<file path="src/hw/tagger_defines.svh">
// register offsets, field positions, reset values and timing counts of the tagger
`ifndef TAGGER_DEFINES_SVH
`define TAGGER_DEFINES_SVH

// ==========================================
// register word indices
`define REG_CTRL 6'h00
`define REG_RANGE 6'h01
`define REG_TIME_LO 6'h02
`define REG_TIME_HI 6'h03
`define REG_SEQ 6'h04
`define REG_STATUS 6'h05
`define REG_QMAT_HI 2'h1

// ==========================================
// field positions
`define CTRL_MODE_LSB 0
`define CTRL_SRC_BIT 2
`define CTRL_NET_BIT 3
`define CTRL_BORDER_BIT 4
`define RANGE_MIN_LSB 0
`define RANGE_MAX_LSB 16
`define RANGE_W 10

// ==========================================
// reset values
`define CTRL_RST 32'h0000_0010
`define RANGE_RST 32'h006F_0000
`define TIME_RST 64'h0005_44FD_1DBE_A000

// ==========================================
// disparity coding
`define DISP_W 12
`define DISP_FRAC 4
`define DISP_INVALID 12'hFFF

// ==========================================
// timing
`define US_NS 1000
`define CLK_NS 10
`define US_CYCLES (`US_NS / `CLK_NS)
`define HDR_WORDS 19
`define HDR_TS_LO 16

`endif

</file>
<file path="src/hw/tagger_pkg.sv">
// types shared by the tagger modules
package tagger_pkg;
  typedef enum logic [1:0] {TM_FREE, TM_SERVER, TM_PPS} time_mode_t;
  typedef enum logic [1:0] {TAG_PIX, TAG_HDR, TAG_LAST} word_tag_t;
  typedef enum logic [1:0] {ST_IDLE, ST_HDR, ST_PIX} frame_state_t;
endpackage : tagger_pkg
</file>
<file path="src/hw/stream_if.sv">
// valid/ready word stream between tagger modules
`timescale 1ns/1ps
interface stream_if #(parameter int W = 34) ();
  logic valid;
  logic ready;
  logic [W-1:0] data;
  modport src (output valid, output data, input ready);
  modport snk (input valid, input data, output ready);
endinterface : stream_if

</file>
<file path="src/hw/disparity_timestamp_tagger.sv">
// disparity coder, time base and frame tagger of the stereo matcher output
`timescale 1ns/1ps
`include "tagger_defines.svh"
module disparity_timestamp_tagger
  import tagger_pkg::*;
#(
  parameter int FIFO_DEPTH = 16
) (
  // clock and reset
  input wire logic sys_clk,
  input wire logic reset,
  // register port
  input wire logic [5:0] reg_addr,
  input wire logic [31:0] reg_wdata,
  input wire logic reg_we,
  input wire logic reg_re,
  output logic [31:0] reg_rdata,
  // matcher pixel stream
  input wire logic pix_valid,
  output logic pix_ready,
  input wire logic pix_sof,
  input wire logic pix_eof,
  input wire logic pix_bad,
  input wire logic [11:0] pix_col,
  input wire logic [`DISP_W-1:0] pix_disp,
  // time events
  input wire logic trig_pulse,
  input wire logic sync_pin,
  // network frame metadata
  input wire logic [63:0] net_ts,
  input wire logic [31:0] net_seq,
  // result stream
  output logic out_valid,
  input wire logic out_ready,
  output logic [1:0] out_tag,
  output logic [31:0] out_data
);
  localparam int FW = 34;
  localparam logic [6:0] US_LAST = 7'(`US_CYCLES - 1);

  if (FIFO_DEPTH > 16) begin : g_depth_chk
    $error("status field holds a fill level of at most 16");
  end

  stream_if #(.W(FW)) fin ();
  stream_if #(.W(FW)) fout ();
  logic [$clog2(FIFO_DEPTH):0] fifo_level;

  tag_fifo #(.W(FW), .DEPTH(FIFO_DEPTH)) u_fifo (
    .sys_clk(sys_clk),
    .reset(reset),
    .wr(fin.snk),
    .rd(fout.src),
    .level(fifo_level)
  );

  assign out_valid = fout.valid;
  assign fout.ready = out_ready;
  assign out_tag = fout.data[33:32];
  assign out_data = fout.data[31:0];

  // ==========================================
  // disparity coding
  function automatic logic [`DISP_W-1:0] disp_code(
    input logic [`DISP_W-1:0] disp,
    input logic bad,
    input logic [11:0] col,
    input logic [`RANGE_W-1:0] dmin,
    input logic [`RANGE_W-1:0] dmax,
    input logic border
  );
    logic [`RANGE_W+`DISP_FRAC-1:0] lo, hi, dv;
    lo = {dmin, {`DISP_FRAC{1'b0}}};
    hi = {dmax, {`DISP_FRAC{1'b0}}};
    dv = (`RANGE_W + `DISP_FRAC)'(disp);
    if (bad || dv < lo || dv > hi || (border && col < 12'(dmax))) begin
      return `DISP_INVALID;
    end
    return disp;
  endfunction : disp_code

  // ==========================================
  // registers
  logic [31:0] ctrl_q, ctrl_d, range_q, range_d, lo_q, lo_d, rdata_q, rdata_d;
  logic [31:0] qm_q [16];
  logic [31:0] qm_d [16];
  logic [63:0] time_q, time_d;
  logic signed [63:0] cap_q, cap_d;
  logic [31:0] seq_q, seq_d, fseq_q, fseq_d;
  logic pend_q, pend_d;
  frame_state_t st_q, st_d;
  time_mode_t mode;
  logic src_frame, net_in, border_en;
  logic [`RANGE_W-1:0] dmin, dmax;

  assign mode = time_mode_t'(ctrl_q[`CTRL_MODE_LSB +: 2]);
  assign src_frame = ctrl_q[`CTRL_SRC_BIT];
  assign net_in = ctrl_q[`CTRL_NET_BIT];
  assign border_en = ctrl_q[`CTRL_BORDER_BIT];
  assign dmin = range_q[`RANGE_MIN_LSB +: `RANGE_W];
  assign dmax = range_q[`RANGE_MAX_LSB +: `RANGE_W];
  assign reg_rdata = rdata_q;

  always_comb begin
    ctrl_d = ctrl_q;
    range_d = range_q;
    lo_d = lo_q;
    qm_d = qm_q;
    rdata_d = '0;
    if (reg_we) begin
      if (reg_addr == `REG_CTRL) ctrl_d = reg_wdata;
      if (reg_addr == `REG_RANGE) range_d = reg_wdata;
      if (reg_addr == `REG_TIME_LO) lo_d = reg_wdata;
      if (reg_addr[5:4] == `REG_QMAT_HI) qm_d[reg_addr[3:0]] = reg_wdata;
    end
    if (reg_re) begin
      if (reg_addr[5:4] == `REG_QMAT_HI) begin
        rdata_d = qm_q[reg_addr[3:0]];
      end else begin
        unique case (reg_addr)
          `REG_CTRL: rdata_d = ctrl_q;
          `REG_RANGE: rdata_d = range_q;
          `REG_TIME_LO: rdata_d = time_q[31:0];
          `REG_TIME_HI: rdata_d = time_q[63:32];
          `REG_SEQ: rdata_d = seq_q;
          `REG_STATUS: rdata_d = {21'h0, pend_q, st_q, 3'h0, 5'(fifo_level)};
          default: rdata_d = '0;
        endcase
      end
    end
  end

  always_ff @(posedge sys_clk) begin
    if (reset) begin
      ctrl_q <= `CTRL_RST;
      range_q <= `RANGE_RST;
      lo_q <= '0;
      rdata_q <= '0;
      qm_q <= '{default: 32'h0};
    end else begin
      ctrl_q <= ctrl_d;
      range_q <= range_d;
      lo_q <= lo_d;
      rdata_q <= rdata_d;
      qm_q <= qm_d;
    end
  end

  // ==========================================
  // time base
  logic [2:0] sync_q, sync_d;
  logic lvl_q, lvl_d, pps_edge, pps_zero, srv_load, us_tick;
  logic [6:0] div_q, div_d;

  assign pps_edge = (sync_q[1] == sync_q[2]) && sync_q[2] && !lvl_q;
  assign pps_zero = pps_edge && mode == TM_PPS;
  assign srv_load = reg_we && reg_addr == `REG_TIME_HI && mode == TM_SERVER;
  assign us_tick = div_q == US_LAST;

  always_comb begin
    sync_d = {sync_q[1:0], sync_pin};
    lvl_d = (sync_q[1] == sync_q[2]) ? sync_q[2] : lvl_q;
    div_d = us_tick ? '0 : div_q + 1'b1;
    time_d = us_tick ? time_q + 64'h1 : time_q;
    if (pps_zero) begin
      time_d = '0;
      div_d = '0;
    end else if (srv_load) begin
      time_d = {reg_wdata, lo_q};
      div_d = '0;
    end
  end

  always_ff @(posedge sys_clk) begin
    if (reset) begin
      sync_q <= '0;
      lvl_q <= 1'b0;
      div_q <= '0;
      time_q <= `TIME_RST;
    end else begin
      sync_q <= sync_d;
      lvl_q <= lvl_d;
      div_q <= div_d;
      time_q <= time_d;
    end
  end

  // ==========================================
  // frame tagging
  logic [4:0] hidx_q, hidx_d;
  logic sof_in, cap_evt, hdr_take, pix_take;

  function automatic logic [31:0] hdr_word(
    input logic [4:0] idx,
    input logic [31:0] qm [16],
    input logic [63:0] ts,
    input logic [31:0] sq
  );
    if (idx < 5'(`HDR_TS_LO)) return qm[idx[3:0]];
    if (idx == 5'(`HDR_TS_LO)) return ts[31:0];
    if (idx == 5'(`HDR_TS_LO + 1)) return ts[63:32];
    return sq;
  endfunction : hdr_word

  assign sof_in = st_q == ST_IDLE && pix_valid && pix_sof;
  assign cap_evt = !net_in && (src_frame ? sof_in : trig_pulse);
  assign hdr_take = st_q == ST_HDR && fin.ready;
  assign pix_take = st_q == ST_PIX && pix_valid && fin.ready;

  always_comb begin
    fin.valid = 1'b0;
    fin.data = '0;
    pix_ready = st_q == ST_IDLE && !pix_sof;
    unique case (st_q)
      ST_HDR: begin
        fin.valid = 1'b1;
        fin.data = {TAG_HDR, hdr_word(hidx_q, qm_q, cap_q, fseq_q)};
      end
      ST_PIX: begin
        fin.valid = pix_valid;
        pix_ready = fin.ready;
        fin.data = {pix_eof ? TAG_LAST : TAG_PIX, 20'h0,
          disp_code(pix_disp, pix_bad, pix_col, dmin, dmax, border_en)};
      end
      ST_IDLE: begin
      end
    endcase
  end

  always_comb begin
    st_d = st_q;
    hidx_d = hidx_q;
    cap_d = cap_q;
    pend_d = pend_q;
    seq_d = seq_q;
    fseq_d = fseq_q;
    if (pps_zero && pend_q) cap_d = cap_q - $signed(time_q);
    if (cap_evt) begin
      cap_d = pps_zero ? '0 : $signed(time_q);
      pend_d = 1'b1;
    end
    unique case (st_q)
      ST_IDLE: if (sof_in) begin
        st_d = ST_HDR;
        hidx_d = '0;
        fseq_d = net_in ? net_seq : seq_q;
        if (net_in) begin
          cap_d = $signed(net_ts);
          pend_d = 1'b0;
        end
      end
      ST_HDR: if (hdr_take) begin
        hidx_d = hidx_q + 1'b1;
        if (hidx_q == 5'(`HDR_TS_LO)) pend_d = cap_evt;
        if (hidx_q == 5'(`HDR_WORDS - 1)) st_d = ST_PIX;
      end
      ST_PIX: if (pix_take && pix_eof) begin
        st_d = ST_IDLE;
        if (!net_in) seq_d = seq_q + 32'h1;
      end
    endcase
  end

  always_ff @(posedge sys_clk) begin
    if (reset) begin
      st_q <= ST_IDLE;
      hidx_q <= '0;
      cap_q <= '0;
      pend_q <= 1'b0;
      seq_q <= '0;
      fseq_q <= '0;
    end else begin
      st_q <= st_d;
      hidx_q <= hidx_d;
      cap_q <= cap_d;
      pend_q <= pend_d;
      seq_q <= seq_d;
      fseq_q <= fseq_d;
    end
  end
endmodule : disparity_timestamp_tagger

</file>
<file path="src/hw/tag_fifo.sv">
// flip-flop FIFO with valid/ready on both sides
`timescale 1ns/1ps
module tag_fifo #(
  parameter int W = 34,
  parameter int DEPTH = 16
) (
  // clock and reset
  input wire logic sys_clk,
  input wire logic reset,
  // streams
  stream_if.snk wr,
  stream_if.src rd,
  // fill level
  output logic [$clog2(DEPTH):0] level
);
  localparam int AW = $clog2(DEPTH);

  if (DEPTH < 2 || (1 << AW) != DEPTH || W < 1) begin : g_chk
    $error("tag_fifo: DEPTH must be a power of two of at least 2");
  end

  logic [W-1:0] mem_q [DEPTH];
  logic [W-1:0] mem_d [DEPTH];
  logic [AW-1:0] wp_q, wp_d, rp_q, rp_d;
  logic [AW:0] cnt_q, cnt_d;
  logic push, pop;

  assign wr.ready = cnt_q != (AW + 1)'(DEPTH);
  assign rd.valid = cnt_q != '0;
  assign rd.data = mem_q[rp_q];
  assign level = cnt_q;
  assign push = wr.valid && wr.ready;
  assign pop = rd.valid && rd.ready;

  always_comb begin
    mem_d = mem_q;
    wp_d = wp_q;
    rp_d = rp_q;
    cnt_d = cnt_q;
    if (push) begin
      mem_d[wp_q] = wr.data;
      wp_d = wp_q + 1'b1;
    end
    if (pop) begin
      rp_d = rp_q + 1'b1;
    end
    if (push && !pop) begin
      cnt_d = cnt_q + 1'b1;
    end else if (pop && !push) begin
      cnt_d = cnt_q - 1'b1;
    end
  end

  always_ff @(posedge sys_clk) begin
    if (reset) begin
      wp_q <= '0;
      rp_q <= '0;
      cnt_q <= '0;
    end else begin
      wp_q <= wp_d;
      rp_q <= rp_d;
      cnt_q <= cnt_d;
    end
    mem_q <= mem_d;
  end
endmodule : tag_fifo

</file>
<file path="config.mk">
export PLATFORM = sky130hd
export DESIGN_NAME = disparity_timestamp_tagger
export DESIGN_NICKNAME = d
export VERILOG_FILES = /design/src/hw/tagger_pkg.sv /design/src/hw/stream_if.sv /design/src/hw/disparity_timestamp_tagger.sv /design/src/hw/tag_fifo.sv
export VERILOG_INCLUDE_DIRS = /design/src /design/src/hw
export SDC_FILE = /design/constraint.sdc
export NUM_CORES = 2
export LEC_CHECK = 0
export ABC_AREA = 1
export BUFFER_PORTS_ARGS = -buffer_cell sky130_fd_sc_hd__buf_2
export CAP_MARGIN = 20
export CELL_PAD_IN_SITES_DETAIL_PLACEMENT = 1
export CELL_PAD_IN_SITES_GLOBAL_PLACEMENT = 1
export CORE_MARGIN = 5
export CORE_UTILIZATION = 47
export DETAILED_ROUTE_END_ITERATION = 10
export GPL_TIMING_DRIVEN = 0
export MAX_ROUTING_LAYER = met4
export PLACE_DENSITY_LB_ADDON = 0.1
export REMOVE_ABC_BUFFERS = 1
export SLEW_MARGIN = 15
export SYNTH_ARGS = -nofsm -noshare
export SYNTH_HDL_FRONTEND = slang
export SYNTH_SLANG_ARGS = --single-unit
</file>
<file path="constraint.sdc">
create_clock -name sys_clk -period 4.5 [get_ports sys_clk]
set_input_delay 0.675 -clock sys_clk [delete_from_list [all_inputs] [get_ports sys_clk]]
set_output_delay 0.675 -clock sys_clk [all_outputs]
set_load 0.02 [all_outputs]
</file>
# Yosys cells after proc, flatten, opt, wreduce, memory -nomap -nowiden
# Index checks and enable logic that the tools add are counted.
totals:
  reg_bits: 1408
  in_bits: 169
classes:
  n_addsub: 9
  order_cmp: 10
  eq_ne: 20
  mux: 67
  bitwise_logic: 6
  reduce_logical: 47
op_table:
  columns: ["op", "n"]
  rows:
  - ["$bwmux W544", 1]
  - ["$bwmux W512", 1]
  - ["$mux W64", 8]
  - ["$mux W32", 13]
  - ["$bmux W32 S4", 2]
  - ["$pmux W32 S6", 1]
  - ["$bmux W34 S4", 1]
  - ["$demux W34 S4", 1]
  - ["$demux W32 S4", 1]
  - ["$mux W34", 3]
  - ["$pmux W34 S2", 1]
  - ["$add A64 B1 Y64 const B", 1]
  - ["$sub A64 B64 Y64", 1]
  - ["$mux W51", 1]
  - ["$add A32 B1 Y32 const B", 1]
  - ["$mux W12", 2]
  - ["$logic_and A1 B1 Y1", 21]
  - ["$ge A5 B5 Y1 const B", 4]
  - ["$mux W5", 4]
  - ["$not A4 Y5", 4]
  - ["$mux W1", 18]
  - ["$eq A5 B5 Y1 const B", 3]
  - ["$gt A12 B14 Y1", 1]
  - ["$lt A12 B14 Y1", 1]
  - ["34 further kinds", 64]

# Longest topological paths before layout
logic_depth:
  ltp_word: 13
  depth_mapped: 18
  ltp_nobuf: 18

# Hierarchy
# A second synthesis with hierarchy kept.
hier_totals:
  cells_unflattened: 9939
  area_unflattened_um2: 73923.4
modules_own_cells:
  columns: ["mod", "n_inst", "cells_each", "area_each_um2", "seq_area_each_um2"]
  rows:
  - ["disparity_timestamp_tagger", 1, 7617, 49802.8, 17036.3]
  - ["tag_fifo", 1, 2322, 24120.6, 16595.9]

# Least setup slack after synthesis
# OpenSTA, ideal clock, no wires.
synth_path:
  path_kind: "reg-to-reg"
  from: "reg st_q[1]"
  to: "reg u_fifo.mem_q[136] (netlist name) (enable)"
  arrival_time_ps: 3000
  required_time_ps: 4075
  path_slack_ps: 1075
  stages_incl_launch_ff: 10
  n_path_buf: 0
  cell_sequence: "dfxtp_1 > inv_1 > ha_1 > inv_1 > a21boi_0 > o21a_1 > inv_1 > nor2_1 > nand2_1 > nor2_1"
synth_via:
  elab_chain_len: 3
synth_lines:
  columns: ["item", "line_no", "source"]
  rows:
  - ["start, declared", "disparity_timestamp_tagger.sv:91", "frame_state_t st_q, st_d;"]
  - ["start signal, assigned", "disparity_timestamp_tagger.sv:273", "st_q <= st_d;"]
  - ["$eq A2 B2 Y1 / $eq A2 B1 Y1 (equally long branches)", "disparity_timestamp_tagger.sv:214", "unique case (st_q)"]
  - ["$pmux W1 S2 *", "disparity_timestamp_tagger.sv:214", null]
  - ["$logic_and A1 B1 Y1 *", "tag_fifo.sv:32", "assign push = wr.valid && wr.ready;"]
  - ["net u_fifo.push", "tag_fifo.sv:26", "logic push, pop;"]
  - ["end signal, assigned", "tag_fifo.sv:64", "mem_q <= mem_d;"]
  - ["end, declared", "tag_fifo.sv:22", "logic [W-1:0] mem_q [DEPTH];"]
# Mark *: on every way through the listed nets, which the timed path passes. The rest lies on a longest branch.
# A chain may end at the register's enable or synchronous reset.

# Final worst setup path
layout_path:
  from: "in reg_addr[0]"
  to: "reg rdata_q[8], in the netlist reg_rdata[8]"
layout_via:
  elab_chain_len: 5
layout_lines:
  columns: ["item", "line_no", "source"]
  rows:
  - ["start, declared", "disparity_timestamp_tagger.sv:13", "input wire logic [5:0] reg_addr,"]
  - ["$not A4 Y5 (not written as such)", "disparity_timestamp_tagger.sv:118", "rdata_d = qm_q[reg_addr[3:0]];"]
  - ["$bmux W32 S4", "disparity_timestamp_tagger.sv:118", null]
  - ["$mux W32 (not written as such) (2 in a row)", "disparity_timestamp_tagger.sv:118", null]
  - ["$mux W32 *", "disparity_timestamp_tagger.sv:117", "if (reg_addr[5:4] == `REG_QMAT_HI) begin"]
  - ["end signal, assigned", "disparity_timestamp_tagger.sv:144", "rdata_q <= rdata_d;"]
  - ["end, declared", "disparity_timestamp_tagger.sv:84", "logic [31:0] ctrl_q, ctrl_d, range_q, range_d, lo_q, lo_d, rdata_q, rdata_d;"]
# Mark *: on every way between the ends. The rest lies on a longest branch, timed or not. The select of a mux whose other input is x is not followed.

==> out/metrics.yaml <==
die:
  core-area_mm2: 0.152
  placement_rows: 143
  die_w_um: 400
  boundary_pins: 237
  start_util_pct: 47.1
  die-height_um: 400
  die_area_mm2: 0.160
final_layout:
  synthToLayoutAreaGrowth_pct: 15.5
  multi_input_comb_area_mm2: 0.0328
  stdcell_area_mm2: 0.0825
  design.final.nets: 9228
  ratio_of_cells_with_drive_above_1_in_the_final_layout_pct: 9.77
  layout.area.seq_mm2: 0.0337
  fill_cells: 18000
grt:
  grt_busiest_layer: "met2"
  grt_util_met2_pct: 62.0
  groute.layer.met1.usage_pct: 53.3
  total_overflow_reported_by_the_global_router: 0
  number_of_antenna_violations_at_the_first_check_in_global_routing: 17
  first_global_vias: 70800
  grt_first_pass_wirelength_mm: 481
  grt.total_usage_pct: 41.9
  groute.layer.met3.usage_pct: 9.88
  largest_net_degree_at_the_start_of_global_routing: 165
synth:
  compound_gate_portion_of_the_synthesized_area_pct: 24.9
  ys.warnings.count: 0
  proportion_of_synthesized_chip_area_in_sequential_cells_pct: 47.1
  synth_xor_area_share_pct: 1.08
  syn_area_per_cell_um2: 7.88
  synth_top_area_share_pct: 24.2
  ys_dominant_reg_cell: "sky130_fd_sc_hd__dfxtp_1"
  ys_top_cells_by_count: "1462 x sky130_fd_sc_hd__nand2_1, 1228 x sky130_fd_sc_hd__o21ai_0, 1033 x sky130_fd_sc_hd__a21oi_1, 864 x sky130_fd_sc_hd__dfxtp_1, 718 x sky130_fd_sc_hd__nor2_1"
  synth_enable_flop_cells: 544
  yosys.area_share.simple_pct: 17.3
  synthAdderAreaFrac_pct: 1.93
  synthCells: 9059
  yosys.cell_count.top_type: "sky130_fd_sc_hd__nand2_1"
  synth_top_family_by_area: "compound AO/OA/AOI/OAI gates"
  synth_mux_area_share_pct: 0
  yosysUniqueCellTypes: 59
  yosys-top-cells-area: "sky130_fd_sc_hd__dfxtp_1 24%, sky130_fd_sc_hd__edfxtp_1 23%, sky130_fd_sc_hd__o21ai_0 8.6%, sky130_fd_sc_hd__nand2_1 7.7%, sky130_fd_sc_hd__a21oi_1 7.2%"
  ys_ff_latch: 1408
  synth_largest_area_cell: "sky130_fd_sc_hd__dfxtp_1"
  syn_area_mm2: 0.0714
  synth-async-reset-ratio_pct: 0
route:
  route.final.wire_length_mm: 340
  drt-initial-drc-count: 8326
  vias: 72400
  drt_first_pass_iters: 6
  ant_nets_after_route: 0
  wl_per_cell_um: 30.5
  detail_route.vias_per_cell: 6.50
  remaining_drc_errors: 0
sta:
  clock_skew_ns: 0.0547
  rsz_0062_raised_after_global_routing: "no"
  setup_ws_ns: -0.117
  slew_headroom_pct: 10.9
  final-max-slew-violation-count: 0
  timing_worst_slew_pin_value_ns: 1.34
  summed_negative_setup_slack_over_all_endpoints_ns: -3.31
  post-route-period-util_pct: 103
  final-hold-violation-count: 0
  final_period_minus_worst_setup_slack_ns: 4.62
  max_freq_mhz: 217
  finalSetupViolations: 78
clock_tree:
  ctsHtreeMaxLevel: 4
  clockBufferDepth: 3
  sink_count: 1408
  clk-insertion-delay-late_ns: 0.84
  clockRootBuffer: "sky130_fd_sc_hd__clkbuf_16"
  cts.clk_slew.worst_paths_ns: 0.06
  cts_tree: "built"
  numCtsBuffers: 157
  cts_hold_buffers: 0
min_path:
  hold_class: "input pin to register"
critical_path:
  critical_path_required_ns: 5.14
  cp-start-kind: "input pin"
  timing_worst_setup_path_type: "input pin to register"
  crit_path_end_kind: "register"
  arrival_ns: 5.26
  crit_path_max_fanout: 80
placement:
  detailed_place.area_mm2: 0.0760
  io_buffers: 236
  finalWeightedCongestion: 0.999
  dpl.hpwl_mm: 229
run:
  max-cap-violations: 0
pwr:
  total_leakage_power_nw: 32.3
  vdd_ir_drop_max_mv: 0.545
  p_per_area_mw_per_mm2: 411
run_status:
  violated_checks: "negative setup slack"
  status: "complete, but fails checks"
-- state kept, by name (all words and copies together) (netlist names), 5 cells and up --
register and count:
div_q 7, time_q 64, qm_q 512, reg_rdata 32
fseq_q 32, u_fifo.mem_q 544, lo_q 32, ctrl_q 32
seq_q 32, u_fifo.level 5, cap_q 64, hidx_q 5
range_q 32
-- power by group --
group          leakage [nW]  total [mW]  internal [mW]  switching [mW]
sequential             12.6        13.7           13.5           0.216
clock                  2.75        14.1           8.21            5.88
combinational          16.9        6.10           1.67            4.43
-- worst max-delay path: stages --
cell and delay (ns):
sky130_fd_sc_hd__buf_8 0.29, sky130_fd_sc_hd__buf_16 0.38, sky130_fd_sc_hd__inv_6 0.29, sky130_fd_sc_hd__buf_16 0.33, sky130_fd_sc_hd__nand2_2 0.56, sky130_fd_sc_hd__buf_12 0.26
sky130_fd_sc_hd__nor2_4 0.11, sky130_fd_sc_hd__inv_2 0.53, sky130_fd_sc_hd__o22ai_1 0.34, sky130_fd_sc_hd__a211oi_1 0.98, sky130_fd_sc_hd__a31oi_1 0.22
-- placed cells by master (no fill, tap or decap), types with 24 or more instances in the layout --
master,n
sky130_fd_sc_hd__a31oi_1,133
sky130_fd_sc_hd__a32o_1,55
sky130_fd_sc_hd__a22oi_1,146
sky130_fd_sc_hd__clkbuf_8,24
sky130_fd_sc_hd__a211oi_1,83
sky130_fd_sc_hd__o22ai_1,98
sky130_fd_sc_hd__nand3_1,468
sky130_fd_sc_hd__nor2_1,692
sky130_fd_sc_hd__o21bai_1,30
sky130_fd_sc_hd__o21ai_0,1221
sky130_fd_sc_hd__o31ai_1,25
sky130_fd_sc_hd__buf_12,60
sky130_fd_sc_hd__clkbuf_16,160
sky130_fd_sc_hd__clkbuf_1,26
sky130_fd_sc_hd__nor3_1,78
sky130_fd_sc_hd__a221oi_1,28
sky130_fd_sc_hd__buf_2,233
sky130_fd_sc_hd__a21oi_1,1018
sky130_fd_sc_hd__nand4_1,48
sky130_fd_sc_hd__xor2_1,80
sky130_fd_sc_hd__ha_1,105
sky130_fd_sc_hd__buf_16,69
sky130_fd_sc_hd__o221ai_1,143
sky130_fd_sc_hd__o211ai_1,57
sky130_fd_sc_hd__inv_2,35
sky130_fd_sc_hd__edfxtp_1,544
sky130_fd_sc_hd__clkinv_2,34
sky130_fd_sc_hd__nor2_4,53
sky130_fd_sc_hd__inv_1,687
sky130_fd_sc_hd__nand2_1,1445
sky130_fd_sc_hd__dfxtp_1,856
-- area by class of cell --
type                    count  share of cell area [%]
repair buffers            408                    5.90
clock inverters            84                    1.55
well taps                2030                    3.08
flip-flops and latches   1408                    40.8
multi-input cells        6225                    39.8
repair inverters            1                  0.0136
inverters                 749                    3.51
clock buffers             207                    5.29
diodes                     15                  0.0455
-- repair_timing --
item	in CTS	in global routing
pin swaps	1	2
setup endpoints to repair	454	373
gates resized for setup	52	12
cloned	4	3
buffers inserted	5	9
-- metal layers --
metal  routed length, um  vias to the layer above
li1                    -                    31500
met5                   0                        -
met3               33400                      915
met2              148000                     3874
met4               21400                        0
met1              137000                    36100
-- stage by stage --
step | hold slack, ns | cells | setup slack [ns] | power [mW] | utilization, %
final | 0.0750 | 11100 | -0.117 | 33.9 | 54.4
after global routing | 0.0673 | 11100 | 0.00897 | 34.8 | 54.4
after global placement | 0.394 | 10600 | -20.84 | 19.2 | 47.8
after floorplan | 0.388 | 8381 | -7.06 | 17.1 | -
after detailed placement | 0.415 | 10800 | -1.13 | 19.5 | 50.1
after CTS | 0.0367 | 11100 | 0.00408 | 33.6 | 54.1
-- final timing paths --
path	endpoint	cells past startpoint	from	slack [ns]
max	reg_rdata[8]	11	reg_addr[0]	-0.12
min	range_q[18]	3	reg_wdata[18]	0.08
max reg2reg	u_fifo.mem_q[528]	5	hidx_q[2]	-0.06
min reg2reg	sync_q[1]	2	sync_q[0]	0.43
-- logic make-up after synthesis --
| family | count (synthesis) |
|---|---|
| buffers and inverters | 1427 |
| flip-flops | 1408 |
| XOR/XNOR | 88 |
| adder cells (fa/ha/maj) | 109 |
| AO/OA/AOI/OAI | 3114 |
| AND/OR/NAND/NOR | 2913 |
Power figures use the tool's default switching activity.
